--- src/logic/smt_pkg.sv ---
// Shared constants and types for the bus master timing block and its bus partners
package smt_pkg;
	localparam int unsigned SYS_HZ = 100_000_000;
	localparam int unsigned CLOCK_HZ = 2_000_000;
	localparam int unsigned XTAL_FAST_HZ = 12_000_000;
	localparam int unsigned XTAL_SLOW_HZ = 8_000_000;
	localparam int unsigned PHI_FAST_HZ = XTAL_FAST_HZ / 2;
	localparam int unsigned PHI_SLOW_HZ = XTAL_SLOW_HZ / 2;
	localparam int unsigned TICK_FAST_HZ = 50;
	localparam int unsigned TICK_SLOW_HZ = 1;
	// Half periods in ref_clk cycles; PHI rounds down to the nearest whole cycle
	localparam logic [4:0] CLOCK_HALF = 5'(SYS_HZ / (2 * CLOCK_HZ));
	localparam logic [3:0] PHI_HALF_FAST = 4'(SYS_HZ / (2 * PHI_FAST_HZ));
	localparam logic [3:0] PHI_HALF_SLOW = 4'(SYS_HZ / (2 * PHI_SLOW_HZ));
	localparam int unsigned TICK50_CYCLES = SYS_HZ / TICK_FAST_HZ;
	localparam logic [5:0] TICKS_PER_HALF_SEC = 6'(TICK_FAST_HZ / (2 * TICK_SLOW_HZ));
	localparam logic [1:0] HANG_HALF_SECS = 2'h2;
	localparam logic [3:0] STVAL_STEP = 4'h2;
	localparam logic ROM_EN_RESET = 1'b1;

	typedef enum logic [2:0] {
		SMT_FETCH,
		SMT_MEM_RD,
		SMT_MEM_WR,
		SMT_IO_IN,
		SMT_IO_OUT,
		SMT_INTA,
		SMT_HALT
	} smt_kind_t;

	typedef enum logic [2:0] {
		SMT_IDLE,
		SMT_IO_DLY,
		SMT_SYNC,
		SMT_STROBE,
		SMT_GRANT
	} smt_bstate_t;

	typedef struct packed {
		logic m1;
		logic memr;
		logic hlta;
		logic inp;
		logic out;
		logic wo_n;
		logic inta;
		logic sxtrq_n;
	} smt_status_t;

	localparam smt_status_t STATUS_IDLE = '{1'b0, 1'b0, 1'b0, 1'b0, 1'b0, 1'b0, 1'b0, 1'b1};
endpackage : smt_pkg

--- src/logic/smt_bus_if.sv ---
// Backplane and front panel lines shared by the master and its bus partners
interface smt_bus_if (
	input wire logic ref_clk
);
	import smt_pkg::*;
	logic bus_clock;
	logic phi;
	smt_status_t status;
	logic psync;
	logic pstval_n;
	logic pdbin;
	logic pwr_n;
	logic phlda;
	logic par_en_n;
	logic rdy;
	logic xrdy;
	logic hold_n;
	logic int_n;
	logic nmi_n;
	logic [7:0] fp_to_master;
	logic [7:0] fp_to_panel;
	logic fp_ddsb_n;

	modport master (
		output bus_clock, phi, status, psync, pstval_n, pdbin, pwr_n, phlda, par_en_n,
		output fp_to_panel,
		input rdy, xrdy, hold_n, int_n, nmi_n, fp_to_master, fp_ddsb_n
	);
	modport partner (
		input bus_clock, phi, status, psync, pstval_n, pdbin, pwr_n, phlda, par_en_n,
		input fp_to_panel,
		output rdy, xrdy, hold_n, int_n, nmi_n, fp_to_master, fp_ddsb_n
	);
endinterface : smt_bus_if

--- src/logic/smt_master.sv ---
// Permanent bus master timing: clocks, ticks, hang timeout, status and strobes
module smt_master #(
	parameter int unsigned TICK50_CYC = smt_pkg::TICK50_CYCLES
) (
	// Clock and reset
	input wire logic ref_clk,
	input wire logic rst_n,
	// Backplane and panel link
	smt_bus_if.master bus,
	// Processor cycle request
	input wire logic cyc_req,
	input wire smt_pkg::smt_kind_t cyc_kind,
	input wire logic cyc_wr_block,
	output logic cyc_done,
	output logic cpu_clk,
	// Jumper options
	input wire logic alt_slow,
	input wire logic [1:0] stval_sel,
	input wire logic tick5_jumper,
	// Timeout inputs and ROM control
	input wire logic int_pending,
	input wire logic int_enabled,
	input wire logic supervisor,
	input wire logic panel_wait,
	input wire logic rom_clear,
	output logic rom_enable,
	// Interrupt sources
	output logic int3_req,
	output logic int5_req,
	output logic tick_1,
	output logic nmi_req,
	output logic bus_int_req,
	// Front panel data path
	input wire logic [7:0] panel_tx,
	output logic [7:0] panel_rx,
	output logic panel_override
);
	import smt_pkg::*;

	typedef struct packed {
		logic [4:0] clk_cnt;
		logic bus_clock;
		logic [3:0] phi_cnt;
		logic phi;
		logic cpu_ck;
		logic [20:0] t50_cnt;
		logic [5:0] half_cnt;
		logic sq1;
		logic tick50;
		logic tick1;
		logic int5;
		logic [1:0] hang_cnt;
		logic nmi;
		logic rom_en;
		logic [1:0] rdy_s;
		logic [1:0] xrdy_s;
		logic [1:0] hold_s;
		logic [1:0] int_s;
		logic [1:0] nmi_s;
		logic [1:0] ddsb_s;
		logic nmi_prev;
		logic int_req;
		smt_bstate_t st;
		smt_kind_t kind;
		logic blk;
		smt_status_t status;
		logic psync;
		logic pstval_n;
		logic pdbin;
		logic pwr_n;
		logic phlda;
		logic done;
		logic [7:0] rx;
		logic ovr;
		logic [7:0] tx;
	} smt_mstate_t;

	smt_mstate_t s_reg;
	smt_mstate_t s_next;

	function automatic logic is_read(input smt_kind_t k);
		return k == SMT_FETCH || k == SMT_MEM_RD || k == SMT_HALT || k == SMT_IO_IN;
	endfunction : is_read

	function automatic logic is_write(input smt_kind_t k);
		return k == SMT_MEM_WR || k == SMT_IO_OUT;
	endfunction : is_write

	function automatic smt_status_t kind_status(input smt_kind_t k);
		smt_status_t r;
		r = STATUS_IDLE;
		r.m1 = (k == SMT_FETCH);
		r.memr = (k == SMT_FETCH || k == SMT_MEM_RD || k == SMT_HALT);
		r.hlta = (k == SMT_HALT);
		r.inp = (k == SMT_IO_IN);
		r.out = (k == SMT_IO_OUT);
		r.wo_n = is_read(k);
		return r;
	endfunction : kind_status

	logic [3:0] phi_half;
	logic phi_flip;
	logic phi_rise;
	logic t50_wrap;
	logic half_wrap;
	logic hang;
	logic bus_ready;
	logic [3:0] stval_off;

	always_comb begin
		s_next = s_reg;
		phi_half = alt_slow ? PHI_HALF_SLOW : PHI_HALF_FAST;
		phi_flip = (s_reg.phi_cnt == phi_half - 4'h1);
		phi_rise = phi_flip && !s_reg.phi;
		t50_wrap = (s_reg.t50_cnt == 21'(TICK50_CYC - 1));
		half_wrap = t50_wrap && (s_reg.half_cnt == TICKS_PER_HALF_SEC - 6'h1);
		bus_ready = s_reg.rdy_s[1] && s_reg.xrdy_s[1];
		stval_off = (stval_sel == 2'h0) ? 4'h0 : (stval_sel == 2'h1) ? STVAL_STEP : 4'(2 * STVAL_STEP);
		// Bus CLOCK runs from its own divider, unrelated to PHI
		if (s_reg.clk_cnt == CLOCK_HALF - 5'h1) begin
			s_next.clk_cnt = 5'h0;
			s_next.bus_clock = !s_reg.bus_clock;
		end else begin
			s_next.clk_cnt = s_reg.clk_cnt + 5'h1;
		end
		if (phi_flip) begin
			s_next.phi_cnt = 4'h0;
			s_next.phi = !s_reg.phi;
		end else begin
			s_next.phi_cnt = s_reg.phi_cnt + 4'h1;
		end
		s_next.cpu_ck = !s_next.phi;
		// Both ticks from one chain so they never drift apart
		s_next.t50_cnt = t50_wrap ? 21'h0 : s_reg.t50_cnt + 21'h1;
		s_next.tick50 = t50_wrap;
		s_next.tick1 = 1'b0;
		if (t50_wrap) begin
			s_next.half_cnt = half_wrap ? 6'h0 : s_reg.half_cnt + 6'h1;
		end
		if (half_wrap) begin
			s_next.sq1 = !s_reg.sq1;
			s_next.tick1 = !s_reg.sq1;
		end
		s_next.int5 = s_next.tick1 && tick5_jumper;
		// Hang timeout counts half-second boundaries so the delay lands in 0.5 to 1 s
		hang = int_pending && !int_enabled && !panel_wait && !s_reg.phlda && !supervisor;
		s_next.nmi = 1'b0;
		if (!hang) begin
			s_next.hang_cnt = 2'h0;
		end else if (half_wrap) begin
			if (s_reg.hang_cnt == HANG_HALF_SECS - 2'h1) begin
				s_next.hang_cnt = 2'h0;
				s_next.nmi = 1'b1;
			end else begin
				s_next.hang_cnt = s_reg.hang_cnt + 2'h1;
			end
		end
		// Control input pins pass two flip-flops before use; panel data takes one
		s_next.rdy_s = {s_reg.rdy_s[0], bus.rdy};
		s_next.xrdy_s = {s_reg.xrdy_s[0], bus.xrdy};
		s_next.hold_s = {s_reg.hold_s[0], bus.hold_n};
		s_next.int_s = {s_reg.int_s[0], bus.int_n};
		s_next.nmi_s = {s_reg.nmi_s[0], bus.nmi_n};
		s_next.ddsb_s = {s_reg.ddsb_s[0], bus.fp_ddsb_n};
		s_next.nmi_prev = s_reg.nmi_s[1];
		s_next.int_req = !s_reg.int_s[1];
		if (s_reg.nmi_prev && !s_reg.nmi_s[1]) begin
			s_next.nmi = 1'b1;
		end
		// Set wins over a clear arriving in the same cycle
		if (s_next.nmi) begin
			s_next.rom_en = 1'b1;
		end else if (rom_clear) begin
			s_next.rom_en = 1'b0;
		end
		// Panel link: data-in disable hands the read path to the panel
		s_next.ovr = !s_reg.ddsb_s[1];
		s_next.rx = bus.fp_to_master;
		s_next.tx = panel_tx;
		s_next.done = 1'b0;
		unique case (s_reg.st)
			SMT_IDLE: begin
				if (phi_rise) begin
					if (!s_reg.hold_s[1]) begin
						s_next.phlda = 1'b1;
						s_next.st = SMT_GRANT;
					end else if (cyc_req) begin
						s_next.kind = cyc_kind;
						s_next.blk = cyc_wr_block;
						s_next.status = kind_status(cyc_kind);
						if (cyc_kind == SMT_INTA) begin
							s_next.done = 1'b1;
						end else if (cyc_kind == SMT_IO_IN || cyc_kind == SMT_IO_OUT) begin
							s_next.st = SMT_IO_DLY;
						end else begin
							s_next.psync = 1'b1;
							s_next.st = SMT_SYNC;
						end
					end
				end
			end
			SMT_IO_DLY: begin
				if (phi_rise) begin
					s_next.psync = 1'b1;
					s_next.st = SMT_SYNC;
				end
			end
			SMT_SYNC: begin
				s_next.pstval_n = !(s_next.phi_cnt >= stval_off);
				if (phi_rise) begin
					s_next.psync = 1'b0;
					s_next.pstval_n = 1'b1;
					s_next.pdbin = is_read(s_reg.kind);
					s_next.pwr_n = !(is_write(s_reg.kind) && !s_reg.blk);
					s_next.st = SMT_STROBE;
				end
			end
			SMT_STROBE: begin
				if (phi_rise && bus_ready) begin
					s_next.pdbin = 1'b0;
					s_next.pwr_n = 1'b1;
					s_next.status.wo_n = 1'b0;
					s_next.done = 1'b1;
					s_next.st = SMT_IDLE;
				end
			end
			SMT_GRANT: begin
				if (phi_rise && s_reg.hold_s[1]) begin
					s_next.phlda = 1'b0;
					s_next.st = SMT_IDLE;
				end
			end
		endcase
	end

	always_ff @(posedge ref_clk) begin
		if (!rst_n) begin
			s_reg <= '0;
			s_reg.cpu_ck <= 1'b1;
			s_reg.rom_en <= ROM_EN_RESET;
			s_reg.rdy_s <= 2'h3;
			s_reg.xrdy_s <= 2'h3;
			s_reg.hold_s <= 2'h3;
			s_reg.int_s <= 2'h3;
			s_reg.nmi_s <= 2'h3;
			s_reg.ddsb_s <= 2'h3;
			s_reg.nmi_prev <= 1'b1;
			s_reg.st <= SMT_IDLE;
			s_reg.kind <= SMT_FETCH;
			s_reg.status <= STATUS_IDLE;
			s_reg.pstval_n <= 1'b1;
			s_reg.pwr_n <= 1'b1;
		end else begin
			s_reg <= s_next;
		end
	end

	assign bus.bus_clock = s_reg.bus_clock;
	assign bus.phi = s_reg.phi;
	assign bus.status = s_reg.status;
	assign bus.psync = s_reg.psync;
	assign bus.pstval_n = s_reg.pstval_n;
	assign bus.pdbin = s_reg.pdbin;
	assign bus.pwr_n = s_reg.pwr_n;
	assign bus.phlda = s_reg.phlda;
	assign bus.par_en_n = s_reg.status.wo_n;
	assign bus.fp_to_panel = s_reg.tx;
	assign cyc_done = s_reg.done;
	assign cpu_clk = s_reg.cpu_ck;
	assign rom_enable = s_reg.rom_en;
	assign int3_req = s_reg.tick50;
	assign int5_req = s_reg.int5;
	assign tick_1 = s_reg.tick1;
	assign nmi_req = s_reg.nmi;
	assign bus_int_req = s_reg.int_req;
	assign panel_rx = s_reg.rx;
	assign panel_override = s_reg.ovr;
endmodule : smt_master

--- src/flat_wrapper.sv ---
// flat-port wrapper written by rule: the top's interface ports become plain ports
module smt_master_flat import smt_pkg::*;
#(
	parameter int unsigned TICK50_CYC = smt_pkg::TICK50_CYCLES
)
  (ref_clk, rst_n, cyc_req, cyc_kind, cyc_wr_block, cyc_done, cpu_clk, alt_slow, stval_sel, tick5_jumper, int_pending, int_enabled, supervisor, panel_wait, rom_clear, rom_enable, int3_req, int5_req, tick_1, nmi_req, bus_int_req, panel_tx, panel_rx, panel_override, bus_bus_clock, bus_phi, bus_status, bus_psync, bus_pstval_n, bus_pdbin, bus_pwr_n, bus_phlda, bus_par_en_n, bus_fp_to_panel, bus_rdy, bus_xrdy, bus_hold_n, bus_int_n, bus_nmi_n, bus_fp_to_master, bus_fp_ddsb_n);
  smt_bus_if bus_i (.ref_clk(ref_clk));
  input wire logic ref_clk;
  input wire logic rst_n;
  input wire logic cyc_req;
  input wire smt_pkg::smt_kind_t cyc_kind;
  input wire logic cyc_wr_block;
  output logic cyc_done;
  output logic cpu_clk;
  input wire logic alt_slow;
  input wire logic [1:0] stval_sel;
  input wire logic tick5_jumper;
  input wire logic int_pending;
  input wire logic int_enabled;
  input wire logic supervisor;
  input wire logic panel_wait;
  input wire logic rom_clear;
  output logic rom_enable;
  output logic int3_req;
  output logic int5_req;
  output logic tick_1;
  output logic nmi_req;
  output logic bus_int_req;
  input wire logic [7:0] panel_tx;
  output logic [7:0] panel_rx;
  output logic panel_override;
  output wire logic [$bits(bus_i.bus_clock)-1:0] bus_bus_clock;
  output wire logic [$bits(bus_i.phi)-1:0] bus_phi;
  output wire logic [$bits(bus_i.status)-1:0] bus_status;
  output wire logic [$bits(bus_i.psync)-1:0] bus_psync;
  output wire logic [$bits(bus_i.pstval_n)-1:0] bus_pstval_n;
  output wire logic [$bits(bus_i.pdbin)-1:0] bus_pdbin;
  output wire logic [$bits(bus_i.pwr_n)-1:0] bus_pwr_n;
  output wire logic [$bits(bus_i.phlda)-1:0] bus_phlda;
  output wire logic [$bits(bus_i.par_en_n)-1:0] bus_par_en_n;
  output wire logic [$bits(bus_i.fp_to_panel)-1:0] bus_fp_to_panel;
  input wire logic [$bits(bus_i.rdy)-1:0] bus_rdy;
  input wire logic [$bits(bus_i.xrdy)-1:0] bus_xrdy;
  input wire logic [$bits(bus_i.hold_n)-1:0] bus_hold_n;
  input wire logic [$bits(bus_i.int_n)-1:0] bus_int_n;
  input wire logic [$bits(bus_i.nmi_n)-1:0] bus_nmi_n;
  input wire logic [$bits(bus_i.fp_to_master)-1:0] bus_fp_to_master;
  input wire logic [$bits(bus_i.fp_ddsb_n)-1:0] bus_fp_ddsb_n;
  assign bus_bus_clock = bus_i.bus_clock;
  assign bus_phi = bus_i.phi;
  assign bus_status = bus_i.status;
  assign bus_psync = bus_i.psync;
  assign bus_pstval_n = bus_i.pstval_n;
  assign bus_pdbin = bus_i.pdbin;
  assign bus_pwr_n = bus_i.pwr_n;
  assign bus_phlda = bus_i.phlda;
  assign bus_par_en_n = bus_i.par_en_n;
  assign bus_fp_to_panel = bus_i.fp_to_panel;
  assign bus_i.rdy = bus_rdy;
  assign bus_i.xrdy = bus_xrdy;
  assign bus_i.hold_n = bus_hold_n;
  assign bus_i.int_n = bus_int_n;
  assign bus_i.nmi_n = bus_nmi_n;
  assign bus_i.fp_to_master = bus_fp_to_master;
  assign bus_i.fp_ddsb_n = bus_fp_ddsb_n;
  smt_master #(.TICK50_CYC(TICK50_CYC)) u_core (.ref_clk(ref_clk), .rst_n(rst_n), .bus(bus_i), .cyc_req(cyc_req), .cyc_kind(cyc_kind), .cyc_wr_block(cyc_wr_block), .cyc_done(cyc_done), .cpu_clk(cpu_clk), .alt_slow(alt_slow), .stval_sel(stval_sel), .tick5_jumper(tick5_jumper), .int_pending(int_pending), .int_enabled(int_enabled), .supervisor(supervisor), .panel_wait(panel_wait), .rom_clear(rom_clear), .rom_enable(rom_enable), .int3_req(int3_req), .int5_req(int5_req), .tick_1(tick_1), .nmi_req(nmi_req), .bus_int_req(bus_int_req), .panel_tx(panel_tx), .panel_rx(panel_rx), .panel_override(panel_override));
endmodule
--- config.mk ---
export PLATFORM = sky130hd
export DESIGN_NAME = smt_master_flat
export DESIGN_NICKNAME = d
export VERILOG_FILES = /design/src/logic/smt_pkg.sv /design/src/logic/smt_bus_if.sv /design/src/logic/smt_master.sv /design/src/flat_wrapper.sv
export SDC_FILE = /design/constraint.sdc
export NUM_CORES = 1
export LEC_CHECK = 0
export BUFFER_PORTS_ARGS = -buffer_cell sky130_fd_sc_hd__buf_4
export CORE_MARGIN = 1.5
export CORE_UTILIZATION = 52
export CTS_BUF_LIST = sky130_fd_sc_hd__clkbuf_4 sky130_fd_sc_hd__clkbuf_8
export DETAILED_ROUTE_END_ITERATION = 7
export GPL_TIMING_DRIVEN = 1
export PLACE_DENSITY = 0.82
export SLEW_MARGIN = 30
export SYNTH_ARGS = -nofsm -noshare
export SYNTH_HDL_FRONTEND = slang
export SYNTH_SLANG_ARGS = --single-unit
--- constraint.sdc ---
create_clock -name ref_clk -period 2 [get_ports ref_clk]
set_input_delay 0.2 -clock ref_clk [delete_from_list [all_inputs] [get_ports ref_clk]]
set_output_delay 0.2 -clock ref_clk [all_outputs]
set_load 0.005 [all_outputs]
==> summary.md <==
| Metric | Value |
|---|---|
| DRC viols | `1` |
| CTS root buffer | `clkbuf_8` |
| Worst Hold Class | `in -> reg` |
| CTS Buffer Depth | `2` |
| # port buffers | `76` |
| Ys Warns | `0` |
| Crit. Startpoint | `u_core.s_reg[89]` |
| Status | `complete, but fails checks` |
| Failing checks | `design-rule violations` |
| Post-synth top area share | `46.0%` |
| Vias in the first global route | `3308` |
| Area growth, synth to finish | `23.0%` |
| Worst reg2reg setup slack | `0.02 ns` |
| CORE AREA | `0.00781 mm²` |
| Clk_skew | `0.0119 ns` |
| Lkg Pwr | `2.09 nW` |
| Final Wtd Congestion | `0.865` |
| Iter 0 DRT Violations | `143` |
| Layout Nets | `576` |
| Crit Path Class | `reg -> reg` |
| Max Cap Viol | `0` |
| Placed inst area | `0.00478 mm²` |
| Highest net fanout along the worst path | `6` |
| Wire length on met2 | `4710 µm` |
| Antenna violations before repair | `0` |
| Post-Syn Area per Cell | `9.14 µm²` |
| Layout cells sized above 1 | `25.3%` |
| Cell Area, Synth | `0.00422 mm²` |
| Top-count cell post-synth | `dfxtp_1` |
| Routed length on met3 | `435 µm` |
| Power Density | `722 mW/mm²` |
| Synth cell types | `57` |
| Synth area leader | `dfxtp_1` |
| Slew headroom | `60.0%` |
| Fin crit period | `1.98 ns` |
| Drt wl/cell | `14.2 µm` |
| Worst r2r dst | `u_core.bus.status[5]` |
| Drt via density | `5.38` |
| Die area | `0.00867 mm²` |
| Max Used Layer | `met4` |
| Peak supply drop | `0.344 mV` |
| Global route overflow | `0` |
| Chip height | `93.1 µm` |
| Antenna-violating nets left | `0` |
| Critical path data required time | `2.28 ns` |
| Async set-reset flop share out of synthesis | `0%` |
| Critical path endpoint | `u_core.bus.status[5]` |
| Count of state elements after synthesis | `97` |
| Post-layout util | `66.5%` |
| First-pass GRT wire length | `14600 µm` |
| Clk_lat worst skew | `0.37 ns` |
| Crit path DAT | `2.26 ns` |
| Boundary Pins | `79` |
| CTS sink count | `97` |
| Number of flip-flops in the largest register | `52` |
| Primary FF master, synth | `dfxtp_1` |
| Global-route usage over all layers | `20.9%` |
| Number of synthesized flops with an enable pin | `0` |
| CP endpoint kind | `flip-flop` |
| RSZ-0062 raised after global routing | `true` |
| # diodes | `0` |
| Critical path startpoint category | `flip-flop` |
| CTS H-Tree Depth | `3` |
| Fmax | `505 MHz` |
| Num rows | `32` |
| R2R cell count | `9` |
| Drt first pass iters | `8` |
| Seq/Total Area, Yosys | `46.0%` |
| Post-synth top cells | `dfxtp_1 (97), nor2_1 (42), nand2_1 (27), buf_4 (24)` |
| Vias | `3423` |
| Total power | `0.00375 W` |
| Initial core utilization | `54.1%` |
| Synth Net Count | `509` |
| Worst R2R Start | `u_core.s_reg[89]` |
| Final Instance Area | `0.00519 mm²` |
| DIE WIDTH | `93.1 µm` |
| Post-Route WL | `9030 µm` |
| Dpl hpwl | `6110 µm` |
| # setup viols final | `0` |
| CTS tree | `done` |
| Mapped Cells | `462` |
| Max-slew violation count | `0` |
| Final hold violation count | `0` |
| Clk slew on worst S/H paths | `0.10 ns` |
| Pin count of the biggest net entering global routing | `38` |
| M1 WL | `3750 µm` |
| Inserted Clock Buffers | `9` |
| Worst-Margin Slew | `0.594 ns` |
| Fin Setup TNS | `0 ns` |
| Tcrit/Tclk final | `99.1%` |
| Synth top area cells | `dfxtp_1 (46%), buf_4 (4.3%), nor2_1 (3.7%)` |
metrics by stage:
stage | hold slack, ns | setup slack (ns) | cells
finish | 0.0243 | 0.0183 | 636
global route | 0.00932 | -0.0271 | 636
CTS | 0.0112 | -0.00112 | 633
detailed placement | 0.370 | -0.0631 | 610
global placement | 0.368 | 0.00347 | 610
floorplan | 0.301 | 0.0158 | 462
where the power goes:
part / internal [W] / leakage [nW] / total (W) / switching [W]
sequential: 0.00198 / 0.792 / 0.00201 / 0.0000281
clock: 0.000733 / 0.118 / 0.00147 / 0.000736
combinational: 0.000147 / 1.18 / 0.000270 / 0.000123
cells in the final DEF (no fill, tap or decap), types with 9 or more instances in the layout:
cell	n
nand2_1	27
o21ai_0	11
a21oi_1	16
nand3_1	11
dfxtp_1	95
mux2i_1	14
nand4_1	9
nor2_1	42
inv_1	22
and2_1	21
xor2_1	11
nand2b_1	20
nor3_1	9
buf_4	92
clkbuf_8	9
metal layers:
metal | GRT usage [%] | up-vias
li1 | - | 1689
met1 | 23.9 | 1642
met2 | 38.1 | 81
met3 | 4.07 | 11
met4 | 8.21 | 0
met5 | 0 | -
how the worst min path moves through the flow:
stage | from | to | slack, ns | cells past startpoint
2_1_floorplan | bus_fp_ddsb_n | u_core.s_next[41] | 0.30 | 1
5_1_grt | bus_fp_to_master[1] | u_core.panel_rx[1] | 0.009 | 2
3_3_place_gp | u_core.s_reg[41] | u_core.panel_override | 0.37 | 1
6_report | bus_fp_to_master[1] | u_core.panel_rx[1] | 0.02 | 2
3_5_place_dp | u_core.s_reg[45] | u_core.bus_int_req | 0.37 | 1
4_1_cts | bus_rdy | u_core.s_next[51] | 0.01 | 2
timing repair:
item	4_1_cts	5_1_grt
hold buffers	4	1
pin swaps	4	3
endpoints found under the setup margin	11	14
gates resized for setup	7	9
endpoints found under the hold margin	4	1
cloned	0	1
buffers inserted	3	1
cell families (layout without fill, tap and decap cells):
family,after synthesis,count (layout),share of synthesized area [%]
multiplexers,14,14,3.32
XOR/XNOR,18,18,3.73
buffers and inverters,67,139,8.42
adder cells (fa/ha/maj),9,9,2.67
flip-flops,97,97,46.0
AO/OA/AOI/OAI,62,62,9.81
other,2,2,0.178
AND/OR/NAND/NOR,193,193,25.9
critical path, stage by stage, from the launching register on:
cell	delay, ns
dfxtp_2	0.35
ha_4	0.16
and4b_1	0.20
a31o_4	0.23
ha_4	0.16
and4b_1	0.19
and2_4	0.19
clkbuf_16	0.15
mux2i_1	0.11
and2_1	0.15
area by class of cell:
| class | count | area [µm²] |
|---|---|---|
| Tap cell | 102 | 128 |
| Multi-Input combinational cell | 298 | 2000 |
| Inverter | 23 | 86.3 |
| Fill cell | 606 | 2620 |
| Timing Repair Buffer | 100 | 797 |
| Clock buffer | 9 | 124 |
| Sequential cell | 97 | 1940 |
| Clock inverter | 7 | 109 |
Power figures use the tool's default switching activity.
